===== config.mk =====
export PLATFORM = sky130hd
export DESIGN_NAME = dsp_multiply_accumulate_prefetch
export DESIGN_NICKNAME = d
export VERILOG_FILES = /design/src/rtl/mac_prefetch_pkg.sv /design/src/rtl/dsp_multiply_accumulate_prefetch.sv /design/src/rtl/mac_mult17.sv
export SDC_FILE = /design/constraint.sdc
export NUM_CORES = 2
export LEC_CHECK = 0
export ABC_AREA = 1
export BUFFER_PORTS_ARGS = -buffer_cell sky130_fd_sc_hd__buf_4
export CORE_ASPECT_RATIO = 0.5
export CORE_MARGIN = 10
export CORE_UTILIZATION = 62
export CTS_CLUSTER_DIAMETER = 50
export DETAILED_ROUTE_END_ITERATION = 16
export PLACE_DENSITY_LB_ADDON = 0.08
export SYNTH_ARGS = -nofsm -noshare
export SYNTH_HDL_FRONTEND = slang
export SYNTH_SLANG_ARGS = --single-unit

===== constraint.sdc =====
create_clock -name clock -period 25.1 [get_ports clock]
set_input_delay 7.53 -clock clock [delete_from_list [all_inputs] [get_ports clock]]
set_output_delay 7.53 -clock clock [all_outputs]
set_load 0.02 [all_outputs]

===== src/rtl/mac_prefetch_pkg.sv =====
// Purpose: Shared constants and command layout for the multiply datapath
// Assumes: One core clock; the decoder holds a command until it is taken
// Notes:   Operation and sign modes are one-hot free binary codes
// Summary of operation
// - Multiply loads product into selected accumulator
// - Negated multiply loads minus product
// - Multiply-subtract removes product from accumulator
// - No X prefetch: no read, nothing changes
// - No Y prefetch: no read, nothing changes
// - Step is -6..6 by two, or register
// - Performed prefetch advances its pointer
// - Prefetched word lands in named destination
// - X reads X memory, Y reads Y
// - Write-back stores the other accumulator
// - Prefetch-only leaves accumulators arithmetically alone
// - Signed by signed gives signed product
// - Mixed-sign multiplies follow opcode sign choice
// - Unsigned by unsigned gives unsigned product
// - Two multiplies accept immediate second operand
package mac_prefetch_pkg;

  localparam int WORD_W    = 16;
  localparam int LIT_W     = 5;
  localparam int PROD_W    = 34;
  localparam int INT_W     = 32;
  localparam int NUM_OPND  = 4;
  localparam int NUM_PTR   = 2;
  localparam int REG_ID_W  = 4;
  // Write-back takes the accumulator word just above the low product word
  localparam int WB_LSB    = 16;

  typedef enum logic [2:0] {
    op_mpy    = 3'h0,
    op_mpyn   = 3'h1,
    op_msc    = 3'h2,
    op_movsac = 3'h3,
    op_intmul = 3'h4
  } mac_op_e;

  typedef enum logic [1:0] {
    int_mul_signed_signed     = 2'h0,
    int_mul_signed_unsigned   = 2'h1,
    int_mul_unsigned_signed   = 2'h2,
    int_mul_unsigned_unsigned = 2'h3
  } int_mode_e;

  // Step codes 0..6 map to -6..+6 bytes; code 7 takes the register value
  localparam logic [2:0] INCR_FROM_REG = 3'h7;
  localparam logic [2:0] INCR_ZERO     = 3'h3;

  typedef struct packed {
    logic                 en;
    logic                 ptr_sel;
    logic [2:0]           incr_code;
    logic [WORD_W-1:0]    incr_reg;
    logic [1:0]           dest;
  } prefetch_s;

  typedef struct packed {
    mac_op_e              op;
    int_mode_e            int_mode;
    logic                 acc_sel;
    logic [1:0]           mul_a_sel;
    logic [1:0]           mul_b_sel;
    prefetch_s            x_pf;
    prefetch_s            y_pf;
    logic                 wb_en;
    logic [REG_ID_W-1:0]  acc_writeback_dest;
    logic [WORD_W-1:0]    int_a;
    logic [WORD_W-1:0]    int_b;
    logic                 int_imm_en;
    logic [LIT_W-1:0]     int_imm;
    logic [REG_ID_W-1:0]  int_dest;
  } mac_cmd_s;

  function automatic logic [WORD_W-1:0] step_value(input prefetch_s pf);
    logic [WORD_W-1:0] two_x;
    two_x = WORD_W'({pf.incr_code, 1'b0});
    if (pf.incr_code == INCR_FROM_REG)
      step_value = pf.incr_reg;
    else
      step_value = two_x - WORD_W'({INCR_ZERO, 1'b0});
  endfunction : step_value

endpackage : mac_prefetch_pkg


===== src/rtl/dsp_multiply_accumulate_prefetch.sv =====
// Purpose: Multiply, multiply-accumulate and prefetch datapath
// Assumes: X and Y memories answer combinationally from the held address
// Notes:   Each command takes two cycles: accept, then execute
`timescale 1ns/10ps
module dsp_multiply_accumulate_prefetch #(
  parameter int ACC_W = 40
) (
  input  wire logic                                  clock,
  input  wire logic                                  reset,
  input  wire logic                                  cmd_valid,
  input  wire mac_prefetch_pkg::mac_cmd_s            cmd,
  output logic                                       cmd_ready,
  input  wire logic                                  ptr_load_en,
  input  wire logic                                  ptr_load_y,
  input  wire logic                                  ptr_load_sel,
  input  wire logic [mac_prefetch_pkg::WORD_W-1:0]   ptr_load_data,
  output logic                                       x_rd_en,
  output logic [mac_prefetch_pkg::WORD_W-1:0]        x_addr,
  input  wire logic [mac_prefetch_pkg::WORD_W-1:0]   x_rd_data,
  output logic                                       y_rd_en,
  output logic [mac_prefetch_pkg::WORD_W-1:0]        y_addr,
  input  wire logic [mac_prefetch_pkg::WORD_W-1:0]   y_rd_data,
  output logic [ACC_W-1:0]                           acc_a,
  output logic [ACC_W-1:0]                           acc_b,
  output logic [mac_prefetch_pkg::NUM_OPND-1:0]
               [mac_prefetch_pkg::WORD_W-1:0]        opnd_regs,
  output logic                                       done,
  output logic                                       wb_valid,
  output logic [mac_prefetch_pkg::REG_ID_W-1:0]      acc_writeback_dest,
  output logic [mac_prefetch_pkg::WORD_W-1:0]        wb_data,
  output logic                                       int_valid,
  output logic [mac_prefetch_pkg::REG_ID_W-1:0]      int_dest,
  output logic [mac_prefetch_pkg::INT_W-1:0]         int_product
);
  localparam int W = mac_prefetch_pkg::WORD_W;
  localparam int PW = mac_prefetch_pkg::PROD_W;
  localparam int NO = mac_prefetch_pkg::NUM_OPND;
  localparam int NP = mac_prefetch_pkg::NUM_PTR;

  // The accumulator must hold the sign-extended product and the
  // write-back slice; a narrower build would silently drop high bits
  if (ACC_W < PW) begin : g_acc_too_narrow
    $error("ACC_W narrower than the product");
  end
  if (ACC_W < mac_prefetch_pkg::WB_LSB + W) begin : g_wb_out_of_range
    $error("ACC_W too narrow for the write-back slice");
  end

  typedef enum logic [1:0] {
    st_idle = 2'b01,
    st_exec = 2'b10
  } mac_state_e;

  mac_state_e                 state_reg, state_next;
  mac_prefetch_pkg::mac_cmd_s cmd_reg, cmd_next;
  logic [ACC_W-1:0]           acc_a_reg, acc_a_next;
  logic [ACC_W-1:0]           acc_b_reg, acc_b_next;
  logic [NO-1:0][W-1:0]       opnd_reg, opnd_next;
  logic [NP-1:0][W-1:0]       xptr_reg, xptr_next;
  logic [NP-1:0][W-1:0]       yptr_reg, yptr_next;
  logic                       x_rd_en_reg, x_rd_en_next;
  logic [W-1:0]               x_addr_reg, x_addr_next;
  logic                       y_rd_en_reg, y_rd_en_next;
  logic [W-1:0]               y_addr_reg, y_addr_next;
  logic                       done_reg, done_next;
  logic                       wb_valid_reg, wb_valid_next;
  logic [mac_prefetch_pkg::REG_ID_W-1:0] wb_dest_reg, wb_dest_next;
  logic [W-1:0]               wb_data_reg, wb_data_next;
  logic                       int_valid_reg, int_valid_next;
  logic [mac_prefetch_pkg::REG_ID_W-1:0] int_dest_reg, int_dest_next;
  logic [mac_prefetch_pkg::INT_W-1:0]    int_prod_reg, int_prod_next;
  logic                       ready_reg, ready_next;

  logic                       accept;
  logic signed [W:0]          mul_a, mul_b;
  logic signed [PW-1:0]       product;
  logic [ACC_W-1:0]           prod_ext;
  logic [ACC_W-1:0]           acc_target;
  logic [ACC_W-1:0]           acc_result;
  logic [W-1:0]               second_op;
  logic                       a_signed, b_signed;

  // Commands offered during execute are refused, not queued
  assign accept = cmd_valid && (state_reg == st_idle);

  // Operand shaping; sign extension selects the integer sign mode
  always_comb begin
    // The immediate is zero-extended, so only unsigned second operands use it
    second_op = cmd.int_b;
    if (cmd.int_imm_en &&
        (cmd.int_mode == mac_prefetch_pkg::int_mul_signed_unsigned ||
         cmd.int_mode == mac_prefetch_pkg::int_mul_unsigned_unsigned)) begin
      second_op = W'(cmd.int_imm);
    end
    a_signed = 1'b1;
    b_signed = 1'b1;
    unique case (cmd.int_mode)
      mac_prefetch_pkg::int_mul_signed_signed: begin
        a_signed = 1'b1;
        b_signed = 1'b1;
      end
      mac_prefetch_pkg::int_mul_signed_unsigned: begin
        a_signed = 1'b1;
        b_signed = 1'b0;
      end
      mac_prefetch_pkg::int_mul_unsigned_signed: begin
        a_signed = 1'b0;
        b_signed = 1'b1;
      end
      mac_prefetch_pkg::int_mul_unsigned_unsigned: begin
        a_signed = 1'b0;
        b_signed = 1'b0;
      end
    endcase
    if (cmd.op == mac_prefetch_pkg::op_intmul) begin
      mul_a = {a_signed & cmd.int_a[W-1], cmd.int_a};
      mul_b = {b_signed & second_op[W-1], second_op};
    end else begin
      mul_a = {opnd_reg[cmd.mul_a_sel][W-1], opnd_reg[cmd.mul_a_sel]};
      mul_b = {opnd_reg[cmd.mul_b_sel][W-1], opnd_reg[cmd.mul_b_sel]};
    end
  end

  // Operands enter the multiplier at accept, so execute needs no second stage
  mac_mult17 u_mult (
    .clock   (clock),
    .reset   (reset),
    .enable  (accept),
    .a       (mul_a),
    .b       (mul_b),
    .product (product)
  );

  // The size cast of a signed product carries the sign to the guard bits
  assign prod_ext = ACC_W'(product);
  assign acc_target = cmd_reg.acc_sel ? acc_b_reg : acc_a_reg;

  // Arithmetic on the targeted accumulator during execute
  always_comb begin
    acc_result = acc_target;
    unique case (cmd_reg.op)
      mac_prefetch_pkg::op_mpy:    acc_result = prod_ext;
      mac_prefetch_pkg::op_mpyn:   acc_result = -prod_ext;
      mac_prefetch_pkg::op_msc:    acc_result = acc_target - prod_ext;
      mac_prefetch_pkg::op_movsac: acc_result = acc_target;
      // Undefined op codes leave the target accumulator as it was
      default:                     acc_result = acc_target;
    endcase
  end

  // Control and datapath next state
  always_comb begin
    state_next     = state_reg;
    cmd_next       = cmd_reg;
    acc_a_next     = acc_a_reg;
    acc_b_next     = acc_b_reg;
    opnd_next      = opnd_reg;
    xptr_next      = xptr_reg;
    yptr_next      = yptr_reg;
    x_rd_en_next   = 1'b0;
    x_addr_next    = x_addr_reg;
    y_rd_en_next   = 1'b0;
    y_addr_next    = y_addr_reg;
    done_next      = 1'b0;
    wb_valid_next  = 1'b0;
    wb_dest_next   = wb_dest_reg;
    wb_data_next   = wb_data_reg;
    int_valid_next = 1'b0;
    int_dest_next  = int_dest_reg;
    int_prod_next  = int_prod_reg;
    // A same-cycle prefetch advance below overrides this load
    if (ptr_load_en) begin
      if (ptr_load_y) begin
        yptr_next[ptr_load_sel] = ptr_load_data;
      end else begin
        xptr_next[ptr_load_sel] = ptr_load_data;
      end
    end
    unique case (state_reg)
      st_idle: begin
        if (accept) begin
          state_next = st_exec;
          cmd_next   = cmd;
          if (cmd.op != mac_prefetch_pkg::op_intmul && cmd.x_pf.en) begin
            x_rd_en_next = 1'b1;
            x_addr_next  = xptr_reg[cmd.x_pf.ptr_sel];
            xptr_next[cmd.x_pf.ptr_sel] = xptr_reg[cmd.x_pf.ptr_sel]
                + mac_prefetch_pkg::step_value(cmd.x_pf);
          end
          if (cmd.op != mac_prefetch_pkg::op_intmul && cmd.y_pf.en) begin
            y_rd_en_next = 1'b1;
            y_addr_next  = yptr_reg[cmd.y_pf.ptr_sel];
            yptr_next[cmd.y_pf.ptr_sel] = yptr_reg[cmd.y_pf.ptr_sel]
                + mac_prefetch_pkg::step_value(cmd.y_pf);
          end
        end
      end
      st_exec: begin
        state_next = st_idle;
        done_next  = 1'b1;
        // Integer results bypass the accumulators entirely
        if (cmd_reg.op == mac_prefetch_pkg::op_intmul) begin
          int_valid_next = 1'b1;
          int_dest_next  = cmd_reg.int_dest;
          int_prod_next  = product[mac_prefetch_pkg::INT_W-1:0];
        end else begin
          if (cmd_reg.acc_sel) begin
            acc_b_next = acc_result;
          end else begin
            acc_a_next = acc_result;
          end
          // Y is written last, so it wins when both name one register
          if (x_rd_en_reg) begin
            opnd_next[cmd_reg.x_pf.dest] = x_rd_data;
          end
          if (y_rd_en_reg) begin
            opnd_next[cmd_reg.y_pf.dest] = y_rd_data;
          end
          if (cmd_reg.wb_en &&
              (cmd_reg.op == mac_prefetch_pkg::op_msc ||
               cmd_reg.op == mac_prefetch_pkg::op_movsac)) begin
            // Only the untargeted accumulator is read, so no update races it
            wb_valid_next = 1'b1;
            wb_dest_next  = cmd_reg.acc_writeback_dest;
            wb_data_next  = cmd_reg.acc_sel
                ? acc_a_reg[mac_prefetch_pkg::WB_LSB +: W]
                : acc_b_reg[mac_prefetch_pkg::WB_LSB +: W];
          end
        end
      end
    endcase
    // Ready leaves a flop so the decoder sees no decode logic on it
    ready_next = state_next == st_idle;
  end

  always_ff @(posedge clock) begin
    if (reset) begin
      state_reg     <= st_idle;
      cmd_reg       <= '0;
      acc_a_reg     <= '0;
      acc_b_reg     <= '0;
      opnd_reg      <= '0;
      xptr_reg      <= '0;
      yptr_reg      <= '0;
      x_rd_en_reg   <= 1'b0;
      x_addr_reg    <= '0;
      y_rd_en_reg   <= 1'b0;
      y_addr_reg    <= '0;
      done_reg      <= 1'b0;
      wb_valid_reg  <= 1'b0;
      wb_dest_reg   <= '0;
      wb_data_reg   <= '0;
      int_valid_reg <= 1'b0;
      int_dest_reg  <= '0;
      int_prod_reg  <= '0;
      ready_reg     <= 1'b1;
    end else begin
      state_reg     <= state_next;
      cmd_reg       <= cmd_next;
      acc_a_reg     <= acc_a_next;
      acc_b_reg     <= acc_b_next;
      opnd_reg      <= opnd_next;
      xptr_reg      <= xptr_next;
      yptr_reg      <= yptr_next;
      x_rd_en_reg   <= x_rd_en_next;
      x_addr_reg    <= x_addr_next;
      y_rd_en_reg   <= y_rd_en_next;
      y_addr_reg    <= y_addr_next;
      done_reg      <= done_next;
      wb_valid_reg  <= wb_valid_next;
      wb_dest_reg   <= wb_dest_next;
      wb_data_reg   <= wb_data_next;
      int_valid_reg <= int_valid_next;
      int_dest_reg  <= int_dest_next;
      int_prod_reg  <= int_prod_next;
      ready_reg     <= ready_next;
    end
  end

  // A command is only taken from idle; ready mirrors that from a flop
  assign cmd_ready          = ready_reg;
  assign x_rd_en            = x_rd_en_reg;
  assign x_addr             = x_addr_reg;
  assign y_rd_en            = y_rd_en_reg;
  assign y_addr             = y_addr_reg;
  assign acc_a              = acc_a_reg;
  assign acc_b              = acc_b_reg;
  assign opnd_regs          = opnd_reg;
  assign done               = done_reg;
  assign wb_valid           = wb_valid_reg;
  assign acc_writeback_dest = wb_dest_reg;
  assign wb_data            = wb_data_reg;
  assign int_valid          = int_valid_reg;
  assign int_dest           = int_dest_reg;
  assign int_product        = int_prod_reg;
endmodule : dsp_multiply_accumulate_prefetch


===== src/rtl/mac_mult17.sv =====
// Purpose: Registered 17 by 17 signed multiplier shared by every operation
// Assumes: Callers extend 16-bit operands with the sign rule they need
// Notes:   One cycle latency; product holds until the next enable
`timescale 1ns/10ps
module mac_mult17 (
  input  wire logic                                 clock,
  input  wire logic                                 reset,
  input  wire logic                                 enable,
  input  wire logic signed [mac_prefetch_pkg::WORD_W:0] a,
  input  wire logic signed [mac_prefetch_pkg::WORD_W:0] b,
  output logic signed [mac_prefetch_pkg::PROD_W-1:0]    product
);
  logic signed [mac_prefetch_pkg::PROD_W-1:0] product_next;

  always_comb begin
    product_next = product;
    if (enable) begin
      product_next = a * b;
    end
  end

  always_ff @(posedge clock) begin
    if (reset) begin
      product <= '0;
    end else begin
      product <= product_next;
    end
  end
endmodule : mac_mult17


==> flow_summary.yaml <==
clocking:
  numCtsBuffers: 39
  cts_setup_buffers: 0
  cts.sinks: 355
  htreeDepth: 2
  clockRootBuffer: "clkbuf_16"
  cts_resized: 0
  clock_path_buffers: 3
  insertion_delay_ns: 0.59
  cts_tree: "yes"
  holdBufCountCts: 0
  clk_pin_slew_ns: 0.07
critical_path:
  path_max_fanout: 17
  crit_type: "primary input to flip-flop"
  worstReg2RegEnd: "u_mult.product[32]$_SDFFE_PP0P_"
  ff2ff_path_depth: 33
  critPathMaxStageDelay_ns: 0.70
  critical_path_arrival_ns: 15.08
  required_ns: 25.57
  regToRegStartpoint: "opnd_regs[47]$_SDFFE_PP0P_"
  critPathLaunchType: "primary input"
  cp-startpoint: "cmd[96]"
  slowest_stage: "fa_1"
  critPathCaptureType: "flip-flop"
  cp_num_buf_inv: 9
  worst-r2r-setup-slack_ns: 17.77
  crit_family: "adder cells"
  crit_path_frequent_cell: "inv_1"
timing:
  fin_crit_sh_pct: 58.2
  fin_skew_ns: 0.0218
  relSlewSlack_pct: 27.0
  rsz0062_at_grt: "false"
  whs_ns: 0.453
  drv_slew: 0
  fmax_mhz: 68.5
  tns_ns: 0
  worst_pin_slew_ns: 1.09
  min_period_ns: 14.61
  finalSetupViolations: 0
  hold_viol: 0
logic_synthesis:
  synthTopCellsByArea: "dfxtp_1 21%, fa_1 18%, nand2_1 12%"
  synth_ff_type: "dfxtp_1"
  synth_top_area_share_pct: 21.3
  syn-instance-count: 4965
  synth_top_area_cell: "dfxtp_1"
  synth_mux_area_share_pct: 0.304
  synth_cell_type_count: 49
  synth_top_family_by_area: "adder cells"
  syn-mean-instance-area_um2: 6.71
  synth_seq_area_share_pct: 21.3
  synth_nets: 5577
  synth_compound_area_share_pct: 17.4
  ys_async_sr_fraction_pct: 0
  yosysMostFrequentCell: "nand2_1"
  synth_edf_count: 0
  synth-simple-area-share_pct: 23.0
  synthAdderAreaFrac_pct: 23.8
  ys_ff_latch: 355
  ys.warnings.count: 0
  mappedNetlistArea_mm2: 0.0333
  synth_xor_area_share_pct: 1.23
  synth_common_cells: "1,105 x nand2_1, 876 x inv_1, 495 x o21ai_0"
grt:
  grt_use_met2_pct: 59.7
  grt_pass1_wl_mm: 184
  grt_pass1_vias: 33586
  antenna_found_initial: 6
  grt-ovfl-total: 0
  busiest_layer: "met2"
  met1_usage_pct: 43.8
  grt_max_degree: 137
  grtUsageTotal_pct: 35.9
  grtUsageMet3_pct: 8.58
cells_and_area:
  area_growth_syn_to_layout_pct: 13.5
  final_nets: 5829
  layout-drive-gt1-share_pct: 10.3
  largest_reg_flops: 64
  multi_input_area_mm2: 0.0219
  nFillCells: 4459
  fin_cells: 5953
  seqCellArea_mm2: 0.00711
min_path:
  hold_class: "flip-flop to flip-flop"
  hold_depth: 2
  holdCritStartpoint: "cmd_reg[2]$_SDFFE_PP0P_"
  whs_endpoint: "cmd_reg[2]$_SDFFE_PP0P_"
detailed_routing:
  drt_iter0_markers: 4079
  dr.pass1.iters: 8
  wire_per_inst_um: 20.1
  drc: 0
  wl_mm: 119
  dr_total_vias: 34607
  avgViaCountPerCell: 5.81
  antenna_left: 0
die:
  num_rows: 59
  fp.dieArea_mm2: 0.0640
  ios: 395
  coreArea_mm2: 0.0526
  die_w_um: 348
  start_util_pct: 63.4
  fp.dieH_um: 184
pwr:
  swShare_pct: 51.0
  power_density_mw_per_mm2: 86.0
  ir_drop_v: 0.0000701
  p_leak_nw: 19.6
  p_sw_w: 0.00166
  internal_power_w: 0.00159
  seqPwrFrac_pct: 19.4
  p_comb_share_pct: 61.9
  power_w: 0.00325
  p_clk_share_pct: 18.6
job:
  drv_cap: 0
outcome:
  status: "complete, no violations"
place:
  port-buffer-count: 394
  dpl.cell_count: 5877
  gp_congestion: 1.10
  dp_hpwl_mm: 92.3
[worst min-delay path, cell delays in order (launching register included)]
cell,delay [ns]
dfxtp_1,0.30
inv_1,0.06
a21oi_1,0.05
[per-stage QoR]
stage	worst slack (ns)	instance area, um2	utilization, %
6_report	10.49	37800	72.0
5_1_grt	10.11	37800	72.0
4_1_cts	10.65	37800	72.0
3_5_place_dp	10.07	36500	69.4
3_3_place_gp	10.36	36500	69.4
2_1_floorplan	11.75	33300	-
[cells by family after synthesis]
group	after synthesis
AND/OR/NAND/NOR	1899
buffers and inverters	1116
AO/OA/AOI/OAI	1083
adder cells (fa/ha/maj)	455
flip-flops	355
XOR/XNOR	47
multiplexers	10
[area by class of cell]
| cell class | count | share of cell area, % |
|---|---|---|
| multi-input combinational | 3494 | 58.0 |
| sequential | 355 | 18.8 |
| inverter | 903 | 8.97 |
| timing repair buffer | 424 | 8.41 |
| clock buffer | 44 | 2.71 |
| tap | 701 | 2.32 |
| clock inverter | 26 | 0.777 |
| antenna | 6 | 0.0397 |
[power groups by stage]
| stage | clock [W] | combinational, W | sequential, W |
|---|---|---|---|
| CTS | 0.000605 | 0.00197 | 0.000630 |
| detailed placement | 0 | 0.00196 | 0.000643 |
| global route | 0.000627 | 0.00224 | 0.000635 |
| floorplan | 0 | 0.00138 | 0.000638 |
| finish | 0.000606 | 0.00201 | 0.000633 |
| global placement | 0 | 0.00191 | 0.000642 |
[cell usage in the layout, fill, tap and decap left out, types with 3 or more instances in the layout]
cell        instances
clkinvlp_4          6
o31ai_1             3
buf_4             424
a211oi_1            4
a21oi_1           406
o21ai_2             6
xnor2_1            15
a21o_1             10
clkinv_1           10
o21ai_0           494
mux2i_1             9
nor2_2              3
nand3b_1           14
clkbuf_16          39
inv_1             875
o21ai_1            33
dfxtp_1           354
or2_2               7
o21a_1             36
xor2_1             32
o221ai_1           10
nor2_4              7
clkinv_8            6
clkbuf_8            3
o21bai_1           23
a21boi_0            4
a31oi_1            24
ha_1              156
clkinv_2            5
diode_2             6
nor3_1             21
inv_2              17
nand3_1           231
inv_6               6
nor2_1            481
fa_1              299
nand4_1            23
o211ai_1           25
nand2_1          1105
[routing by layer]
metal / vias to the layer above / share of wire [%]
li1: 16063 / -
met1: 16099 / 38
met2: 2042 / 45
met3: 403 / 11
met4: 0 / 5.5
met5: - / 0
[worst max path at each step]
stage | slack [ns] | endpoint | depth (start not counted)
after floorplan | 11.75 | u_mult.product[32]$_SDFFE_PP0P_ | 32
after global placement | 10.36 | u_mult.product[32]$_SDFFE_PP0P_ | 35
after detailed placement | 10.07 | u_mult.product[24]$_SDFFE_PP0P_ | 30
after CTS | 10.65 | u_mult.product[24]$_SDFFE_PP0P_ | 30
after global routing | 10.11 | u_mult.product[24]$_SDFFE_PP0P_ | 30
final | 10.49 | u_mult.product[24]$_SDFFE_PP0P_ | 30
Power figures use the tool's default switching activity.
